File: src/wdt_timing_consts.vh
// Constants for the watchdog period timing core: register offsets, field
// positions, reset values and prescaler ratios.
// Assumes inclusion by bare name from the design files of this block.
`ifndef WDT_TIMING_CONSTS_VH
`define WDT_TIMING_CONSTS_VH

// Avalon word offsets (byte address = 4 * index).
`define OFS_CONTROL        4'h0
`define OFS_RELOAD         4'h1
`define OFS_STATUS         4'h2
`define OFS_COUNTER        4'h3
`define OFS_EVENT          4'h4

// Control register fields.
`define CTL_LOCK_BIT       0
`define CTL_RATE_REQ_BIT   1
`define CTL_SERVICE_BIT    2
`define CTL_DISABLE_BIT    3

// Status register fields.
`define ST_RATE_BIT        0
`define ST_TIMEOUT_BIT     1
`define ST_PREWARN_BIT     2
`define ST_DISABLED_BIT    3
`define ST_OVF_ERR_BIT     4
`define ST_ACC_ERR_BIT     5

// Event register fields.
`define EV_NMI_BIT         0

// Reset and fixed values.
`define FIXED_START        16'hfffc
`define RELOAD_RESET       16'hfffc
`define WAKE_FROM          16'h7fff

// Prescaler ratios: fast = 256, slow = 256 * 64.
`define DIV_FAST           256
`define DIV_SLOW_MULT      64
`define DIV_SLOW           16384
`define DIV_WIDTH          14

`endif

File: src/wdt_prescaler.v
// Free running clock divider giving one-cycle ticks at two ratios.
// Assumes one clock mclk and a synchronous active low reset.
`timescale 1ns/1ps
`include "wdt_timing_consts.vh"

module wdt_prescaler #(
  parameter WIDTH    = `DIV_WIDTH,
  parameter DIV_FAST = `DIV_FAST,
  parameter DIV_SLOW = `DIV_SLOW
) (
  input  wire mclk,        // System clock.
  input  wire rst_b,       // Synchronous reset, active low.
  input  wire rate_fast,   // 1 selects the fast ratio.
  output reg  tick         // One-cycle increment pulse.
);

  reg  [WIDTH-1:0] div_reg;
  wire [WIDTH-1:0] fast_mask = DIV_FAST[WIDTH-1:0] - {{(WIDTH-1){1'b0}}, 1'b1};
  wire [WIDTH-1:0] slow_mask = DIV_SLOW[WIDTH-1:0] - {{(WIDTH-1){1'b0}}, 1'b1};

  // Never cleared on mode changes, only by reset.
  always @(posedge mclk) begin
    if (!rst_b) begin
      div_reg <= {WIDTH{1'b0}};
      tick    <= 1'b0;
    end else begin
      div_reg <= div_reg + {{(WIDTH-1){1'b0}}, 1'b1};
      tick    <= rate_fast ? ((div_reg & fast_mask) == fast_mask)
                           : (div_reg == slow_mask);
    end
  end

endmodule // wdt_prescaler

File: src/wdt_counter.v
// Sixteen-bit watchdog up-counter with load, tick and event decode.
// Assumes tick pulses come from the shared prescaler.
`timescale 1ns/1ps
`include "wdt_timing_consts.vh"

module wdt_counter #(
  parameter WIDTH = 16
) (
  input  wire             mclk,       // System clock.
  input  wire             rst_b,      // Synchronous reset, active low.
  input  wire             load,       // Load start value this cycle.
  input  wire [WIDTH-1:0] load_value, // Start value.
  input  wire             run,        // Counting allowed.
  input  wire             tick,       // Prescaler tick.
  output reg  [WIDTH-1:0] count,      // Counter value.
  output wire             overflow,   // Wrap this cycle.
  output wire             wake        // Bit 15 rises this cycle.
);

  wire step = run && tick && !load;
  assign overflow = step && (count == {WIDTH{1'b1}});
  assign wake     = step && (count == `WAKE_FROM);

  always @(posedge mclk) begin
    if (!rst_b) begin
      count <= `FIXED_START;
    end else if (load) begin
      count <= load_value;
    end else if (step) begin
      count <= count + {{(WIDTH-1){1'b0}}, 1'b1};
    end
  end

endmodule // wdt_counter

File: src/wdt_period_timing.v
// Watchdog period timing core with an Avalon-MM register slave.
// Assumes mclk at 200 MHz, synchronous active low rst_b, and that the
// surrounding reset logic raises soft_reset_event for software resets.
//
// What this block does
// - Prescaler gives sysclk over 256 or 16384.
// - Rate bit 1 selects 256, 0 selects 16384.
// - Period is ticks to wrap times ratio.
// - Start FFFC in time-out, reload in normal.
// - Prescaler not synchronised to mode changes.
// - Reset clears rate bit, loads FFFC.
// - Rate request copied only on proper lock exit.
// - Time-out entry loads FFFC, ends at overflow.
// - Prewarning lasts one time-out period.
// - Normal service enters time-out at FFFC; lock exit to normal reloads full 16-bit value.
// - Counter bit 15 gives sleep wake-up request.
// - Soft reset clears error flags, watchdog reset keeps.
// - Overflow FFFF to 0000 ends normal/time-out/prewarning.
// - 7FFF to 8000 raises wake NMI, no error.
//
// Decided for this implementation: the Avalon-MM register port and the address map.
`timescale 1ns/1ps
`include "wdt_timing_consts.vh"

module wdt_period_timing #(
  parameter WIDTH = 16
) (
  input  wire        mclk,             // System clock, 200 MHz.
  input  wire        rst_b,            // Synchronous reset, active low.
  input  wire        soft_reset_event, // Reset was a software reset.
  input  wire        wdt_reset_event,  // Reset was caused by the watchdog.
  input  wire        access_error,     // Pulse: bad access from protocol.
  input  wire        cpu_sleeping,     // CPU idles or sleeps.
  input  wire [3:0]  avs_address,      // Word address.
  input  wire        avs_read,         // Read request.
  input  wire        avs_write,        // Write request.
  input  wire [31:0] avs_writedata,    // Write data.
  input  wire [3:0]  avs_byteenable,   // Byte lanes.
  output reg  [31:0] avs_readdata,     // Read data.
  output reg         avs_waitrequest,  // Stall until answer.
  output reg         wake_nmi,         // Wake-up NMI pulse.
  output reg         system_reset_req, // Pulse at prewarning end.
  output reg         prewarn_nmi       // Pulse at prewarning entry.
);

  // ---------------------------------------------------------------------
  // Mode state
  // ---------------------------------------------------------------------
  localparam [3:0] ST_TIMEOUT  = 4'b0001;
  localparam [3:0] ST_NORMAL   = 4'b0010;
  localparam [3:0] ST_PREWARN  = 4'b0100;
  localparam [3:0] ST_DISABLED = 4'b1000;

  reg [3:0]        state_reg;
  reg [3:0]        state_next;
  reg              rate_select_active;
  reg              rate_select_request;
  reg              init_end_lock;
  reg              disable_request;
  reg [WIDTH-1:0]  reload_value;
  reg              from_timeout_reg;
  reg              ovf_err_reg;
  reg              acc_err_reg;
  reg              nmi_source_flag;
  reg              load_reg;
  reg [WIDTH-1:0]  load_value_reg;
  reg              ack_pending;

  wire             tick;
  wire [WIDTH-1:0] counter_value;
  wire             overflow;
  wire             wake;

  // ---------------------------------------------------------------------
  // Prescaler and counter
  // ---------------------------------------------------------------------
  wdt_prescaler u_prescaler (
    .mclk      (mclk),
    .rst_b     (rst_b),
    .rate_fast (rate_select_active),
    .tick      (tick)
  );

  wdt_counter #(.WIDTH(WIDTH)) u_counter (
    .mclk       (mclk),
    .rst_b      (rst_b),
    .load       (load_reg),
    .load_value (load_value_reg),
    .run        (state_reg != ST_DISABLED),
    .tick       (tick),
    .count      (counter_value),
    .overflow   (overflow),
    .wake       (wake)
  );

  // ---------------------------------------------------------------------
  // Bus decode
  // ---------------------------------------------------------------------
  // A write lands only at the edge where the master sees waitrequest low.
  wire bus_req = (avs_read || avs_write) && !ack_pending;
  wire wr_take = avs_write && ack_pending;
  wire wr_ctl  = wr_take && (avs_address == `OFS_CONTROL)
                 && avs_byteenable[0];
  wire wr_rel  = wr_take && (avs_address == `OFS_RELOAD);
  wire wr_evt  = wr_take && (avs_address == `OFS_EVENT)
                 && avs_byteenable[0];
  wire svc     = wr_ctl && avs_writedata[`CTL_SERVICE_BIT];
  wire lock_wr = wr_ctl && avs_writedata[`CTL_LOCK_BIT];
  wire can_cfg = (state_reg != ST_PREWARN);

  // Service opens the time-out window; a lock write then leaves it.
  always @* begin
    state_next = state_reg;
    case (state_reg)
      ST_TIMEOUT: begin
        if (overflow)
          state_next = ST_PREWARN;
        else if (access_error)
          state_next = ST_PREWARN;
        else if (lock_wr)
          state_next = disable_request ? ST_DISABLED : ST_NORMAL;
      end
      ST_NORMAL: begin
        if (overflow || access_error)
          state_next = ST_PREWARN;
        else if (svc)
          state_next = ST_TIMEOUT;
      end
      ST_DISABLED: begin
        if (access_error)
          state_next = ST_PREWARN;
        else if (svc)
          state_next = ST_TIMEOUT;
      end
      ST_PREWARN: begin
        state_next = ST_PREWARN;
      end
      default: state_next = ST_TIMEOUT;
    endcase
  end

  // ---------------------------------------------------------------------
  // Control and status registers
  // ---------------------------------------------------------------------
  always @(posedge mclk) begin
    if (!rst_b) begin
      state_reg           <= ST_TIMEOUT;
      rate_select_active  <= 1'b0;
      rate_select_request <= 1'b0;
      init_end_lock       <= 1'b0;
      disable_request     <= 1'b0;
      reload_value        <= `RELOAD_RESET;
      from_timeout_reg    <= 1'b0;
      nmi_source_flag     <= 1'b0;
      load_reg            <= 1'b0;
      load_value_reg      <= `FIXED_START;
      wake_nmi            <= 1'b0;
      prewarn_nmi         <= 1'b0;
      system_reset_req    <= 1'b0;
    end else begin
      state_reg        <= state_next;
      load_reg         <= 1'b0;
      wake_nmi         <= 1'b0;
      prewarn_nmi      <= 1'b0;
      system_reset_req <= 1'b0;
      if (wr_ctl && can_cfg) begin
        rate_select_request <= avs_writedata[`CTL_RATE_REQ_BIT];
        disable_request     <= avs_writedata[`CTL_DISABLE_BIT];
        init_end_lock       <= avs_writedata[`CTL_LOCK_BIT];
      end
      if (wr_rel && avs_byteenable[0])
        reload_value[7:0] <= avs_writedata[7:0];
      if (wr_rel && avs_byteenable[1])
        reload_value[15:8] <= avs_writedata[15:8];
      if (state_reg == ST_TIMEOUT && state_next != ST_TIMEOUT
          && state_next != ST_PREWARN)
        rate_select_active <= rate_select_request;
      if (state_next == ST_TIMEOUT && state_reg != ST_TIMEOUT) begin
        load_reg       <= 1'b1;
        load_value_reg <= `FIXED_START;
      end else if (state_next == ST_NORMAL && state_reg != ST_NORMAL) begin
        load_reg       <= 1'b1;
        load_value_reg <= reload_value;
      end else if (state_next == ST_PREWARN && state_reg != ST_PREWARN) begin
        load_reg         <= 1'b1;
        load_value_reg   <= `FIXED_START;
        prewarn_nmi      <= 1'b1;
        from_timeout_reg <= (state_reg == ST_TIMEOUT);
      end
      if (state_reg == ST_PREWARN && overflow)
        system_reset_req <= 1'b1;
      if (wake && state_reg == ST_NORMAL && cpu_sleeping)
        wake_nmi <= 1'b1;
      if ((wake && state_reg == ST_NORMAL && cpu_sleeping) || prewarn_nmi)
        nmi_source_flag <= 1'b1;
      else if (wr_evt && avs_writedata[`EV_NMI_BIT])
        nmi_source_flag <= 1'b0;
    end
  end

  // Error flags survive a watchdog reset and clear on any other reset.
  always @(posedge mclk) begin
    if (!rst_b) begin
      if (!wdt_reset_event || soft_reset_event) begin
        ovf_err_reg <= 1'b0;
        acc_err_reg <= 1'b0;
      end
    end else begin
      if (overflow && state_reg != ST_PREWARN)
        ovf_err_reg <= 1'b1;
      else if (state_next == ST_NORMAL && state_reg == ST_TIMEOUT)
        ovf_err_reg <= 1'b0;
      if (access_error)
        acc_err_reg <= 1'b1;
      else if (state_next == ST_NORMAL && state_reg == ST_TIMEOUT)
        acc_err_reg <= 1'b0;
    end
  end

  // ---------------------------------------------------------------------
  // Avalon answer: one wait cycle, data on the second cycle
  // ---------------------------------------------------------------------
  always @(posedge mclk) begin
    if (!rst_b) begin
      ack_pending     <= 1'b0;
      avs_waitrequest <= 1'b1;
      avs_readdata    <= 32'h0000_0000;
    end else begin
      ack_pending     <= bus_req;
      avs_waitrequest <= !bus_req;
      if (bus_req && avs_read) begin
        case (avs_address)
          `OFS_CONTROL: avs_readdata <= {28'h0000000, disable_request,
                                         1'b0, rate_select_request,
                                         init_end_lock};
          `OFS_RELOAD:  avs_readdata <= {16'h0000, reload_value};
          `OFS_STATUS:  avs_readdata <= {26'h0000000, acc_err_reg,
                                         ovf_err_reg,
                                         (state_reg == ST_DISABLED),
                                         (state_reg == ST_PREWARN),
                                         (state_reg == ST_TIMEOUT) ||
                                         (state_reg == ST_PREWARN &&
                                          from_timeout_reg),
                                         rate_select_active};
          `OFS_COUNTER: avs_readdata <= {16'h0000, counter_value};
          `OFS_EVENT:   avs_readdata <= {31'h00000000, nmi_source_flag};
          default:      avs_readdata <= 32'h0000_0000;
        endcase
      end
    end
  end

endmodule // wdt_period_timing

File: config.mk
export PLATFORM = sky130hd
export DESIGN_NAME = wdt_period_timing
export DESIGN_NICKNAME = d
export VERILOG_FILES = /design/src/wdt_prescaler.v /design/src/wdt_counter.v /design/src/wdt_period_timing.v
export VERILOG_INCLUDE_DIRS = /design/src
export SDC_FILE = /design/constraint.sdc
export NUM_CORES = 1
export LEC_CHECK = 0
export BUFFER_PORTS_ARGS = -buffer_cell sky130_fd_sc_hd__buf_2
export CAP_MARGIN = 15
export CORE_UTILIZATION = 25
export DETAILED_ROUTE_END_ITERATION = 8
export MAX_ROUTING_LAYER = met4
export PLACE_DENSITY = 0.5
export RECOVER_POWER = 100
export SLEW_MARGIN = 20
export SYNTH_ARGS = -nofsm -noshare
export SYNTH_HDL_FRONTEND = slang
export SYNTH_HIERARCHICAL = 1
export SYNTH_SLANG_ARGS = --single-unit
File: constraint.sdc
create_clock -name mclk -period 4.4 [get_ports mclk]
set_input_delay 0.44 -clock mclk [delete_from_list [all_inputs] [get_ports mclk]]
set_output_delay 0.44 -clock mclk [all_outputs]
set_load 0.1 [all_outputs]
==> impl_results.md <==
- Status: finished clean
- CP most frequent cell: nand3_1
- Area grow syn2layout: 12.7%
- Clock Sinks: 97
- CTS Buffer Depth: 2
- Crit path required time: 4.67 ns
- DR pass1 iterations: 5
- Ys async rst share: 0%
- Synth Area in Compound Gates: 15.4%
- Yosys top cell area share: 40.1%
- Mux share of post-synthesis cell area: 4.32%
- Final instance area: 5350 um2
- CTS tree: built
- Tightest Pin Transition: 1.38 ns
- Cells along the critical path: or4b_2 -> and3_1 -> nand3_1 -> nor4_1 -> and2_0 -> or2_0 -> a32oi_1 -> clkbuf_1 -> nand3_1 -> a21oi_1
- Crit path capture type: register
- Clock Latency Late Sink: 0.34 ns
- Total negative setup slack: 0 ns
- Fin crit period: 3.78 ns
- Maxcap violations: 0
- Die Wd: 140 um
- Hold endpoint: reload_value[6]
- Io pins: 84
- Post-DP Area: 5110 um2
- Mean post-synth cell area: 8.61 um2
- Setup-failing EPs final: 0
- R2R setup slack: 0.62 ns
- Worst reg2reg startpoint: state_reg[3]
- Worst flop-to-flop path endpoint: load_value_reg[0]
- Cell with the most instances after synthesis: dfxtp_1
- Relative slew slack: 7.86%
- GP Congestion: 0.825
- Layout cell share with drive strength beyond 1: 10.5%
- GRT Resource Usage Total: 13.6%
- DR vias: 4095
- Flops & latches, synth: 97
- Clock network fraction of total power: 39.7%
- Non-Filler Instances: 815
- Cells after Synth: 551
- Comb power frac: 13.4%
- Congestion Overflow GR: 0
- Dominant cells by area after synthesis: dfxtp_1, nand2_1, nor2_1
- Layout Skew: 0.00433 ns
- Core area: 18600 um2
- Slew Viols, Final: 0
- HP Start: avs_writedata[6]
- Fillers: 1993
- Startpoint Class: register
- Initial antenna violation count: 0
- Worst min path class: primary input to register
- Drt via density: 5.02
- Slowest stage cell, crit path: or4b_2
- Placed cells: 800
- Final core occ: 28.7%
- Number of global-route vias before repair: 3789
- Post-synth top cells: dfxtp_1, nand2_1, nor2_1
- Number of DRC markers in iteration 0: 295
- IO buf count: 49
- Synth Area in Adders: 0.527%
- Hold depth: 3
- Prevailing post-synth register cell: dfxtp_1
- Peak supply drop: 181 uV
- Switching part of the total: 27.6%
- Initial Util: 25.5%
- Num CTS Buffers: 9
- Total Power: 1950 uW
- Root buf cell: clkbuf_16
- Hpwl dp: 9.04 mm
- Sequential power share: 46.9%
- DR WL/cell: 15.6 um
- Die ar.: 19500 um2
- Sequential fraction of the synthesis area: 41.3%
- Xor/xnor share of the synthesized area: 2.21%
- RSZ-0062 raised after global routing: false
- EDFF count, synth: 2
- Fin crit share: 85.9%
- H-tree levels: 3
- Final WL: 12.7 mm
- Residual DRC: 0
- Largest family of logic cells by synthesized area: simple AND/OR/NAND/NOR gates
- Pwr per Cell Area: 365 nW/um2
- Antenna Diode Count: 0
- Post-CTS Hold Fix Bufs: 0
- Post-Synthesis Cell Area: 4750 um2
- Crit Path Category: register to register
- Peak Freq: 264 MHz
- NetSw: 539 uW
- First-pass GRT wire length: 20.5 mm
- Yosys cell types: 69
- Largest area contributor in the netlist: dfxtp_1
- Largest net degree at the start of global routing: 37
- Setup Buffers After CTS: 0
- Die Y: 140 um
- Post-CTS resize count: 0
- Crit path largest cell delay: 0.72 ns
- Post-synthesis simple-gate area fraction: 29.0%
- Nets: 627
- Reg2Reg Depth: 10
- Leak pwr: 0.00195 uW
- Post-route ant nets: 0
- Worst-path fanout max: 11
- Clk pin slew, worst setup/hold paths: 0.06 ns
- Crit path DAT: 4.05 ns
- Site row count: 50
- Synth warn: 6
- Hold Violations, Final: 0
- Internal power: 1410 uW
kinds of logic (layout without fill, tap and decap cells):
group                    after synthesis  count (layout)
AND/OR/NAND/NOR                      248             248
AO/OA/AOI/OAI                        104             104
flip-flops                            97              97
buffers and inverters                 67              82
multiplexers                          20              20
XOR/XNOR                              12              12
adder cells (fa/ha/maj)                2               2
other                                  1              16
final cells by class:
| class | instances | area [um2] | share of cell area (%) |
|---|---|---|---|
| Clock buffer | 12 | 246 | 4.61 |
| Inverter | 10 | 37.5 | 0.702 |
| Multi-Input combinational cell | 402 | 2500 | 46.8 |
| Tap cell | 234 | 293 | 5.47 |
| Timing Repair Buffer | 57 | 263 | 4.91 |
| Sequential cell | 97 | 1960 | 36.7 |
| Clock inverter | 3 | 42.5 | 0.795 |
power groups by stage:
stage / sequential [uW] / clock, uW / combinational [uW]
2_1_floorplan: 952 / 0 / 195
3_3_place_gp: 934 / 0 / 259
3_5_place_dp: 934 / 0 / 263
4_1_cts: 914 / 803 / 264
5_1_grt: 916 / 842 / 280
6_report: 915 / 775 / 262
routing by layer:
metal / vias to the layer above / global-route usage (%) / share of wire [%]
met3: 7 / 2.89 / 4.9
met1: 1969 / 18.3 / 48
li1: 2024 / - / -
met5: - / - / 0
met4: 0 / 3.18 / 0.68
met2: 95 / 20.8 / 46
placed cells by master (no fill, tap or decap), drive strengths merged, types with 9 or more instances in the layout:
cell,netlist,layout
clkbuf,30,38
nand2,65,65
xor2,11,11
nor3,13,13
mux2i,16,16
nor2,48,48
a21oi,19,19
o21ai,19,19
inv,9,9
nand3,19,19
buf,27,31
conb,1,16
a2bb2oi,10,10
dfxtp,95,95
nor4b,9,9
nor4,9,9
a22oi,14,14
nand4,19,19
worst max-delay path: cells and delay by family, from the launching register on:
family                 cells  cell delay, ns
DFF                        1            0.52
and+or+nand+nor            7            2.16
AOI/OAI and AO/OA          2            0.40
buffers and inverters      1            0.62
how the worst max path moves through the flow:
stage | from | to | slack [ns] | cells after the start
2_1_floorplan | state_reg[3] | load_value_reg[11] | 1.17 | 13
3_3_place_gp | state_reg[3] | load_value_reg[3] | 0.84 | 9
3_5_place_dp | state_reg[3] | load_value_reg[12] | 0.80 | 9
4_1_cts | state_reg[3] | load_value_reg[12] | 0.79 | 9
5_1_grt | state_reg[3] | from_timeout_reg | 0.42 | 10
6_report | state_reg[3] | load_value_reg[0] | 0.62 | 10
stage by stage:
step           setup slack, ns  hold WS, ns
6_report                 0.619        0.303
5_1_grt                  0.422        0.303
4_1_cts                  0.792        0.295
3_5_place_dp             0.804        0.450
3_3_place_gp             0.836        0.446
2_1_floorplan             1.17        0.439
No activity file was read; power rests on OpenSTA's default activity.
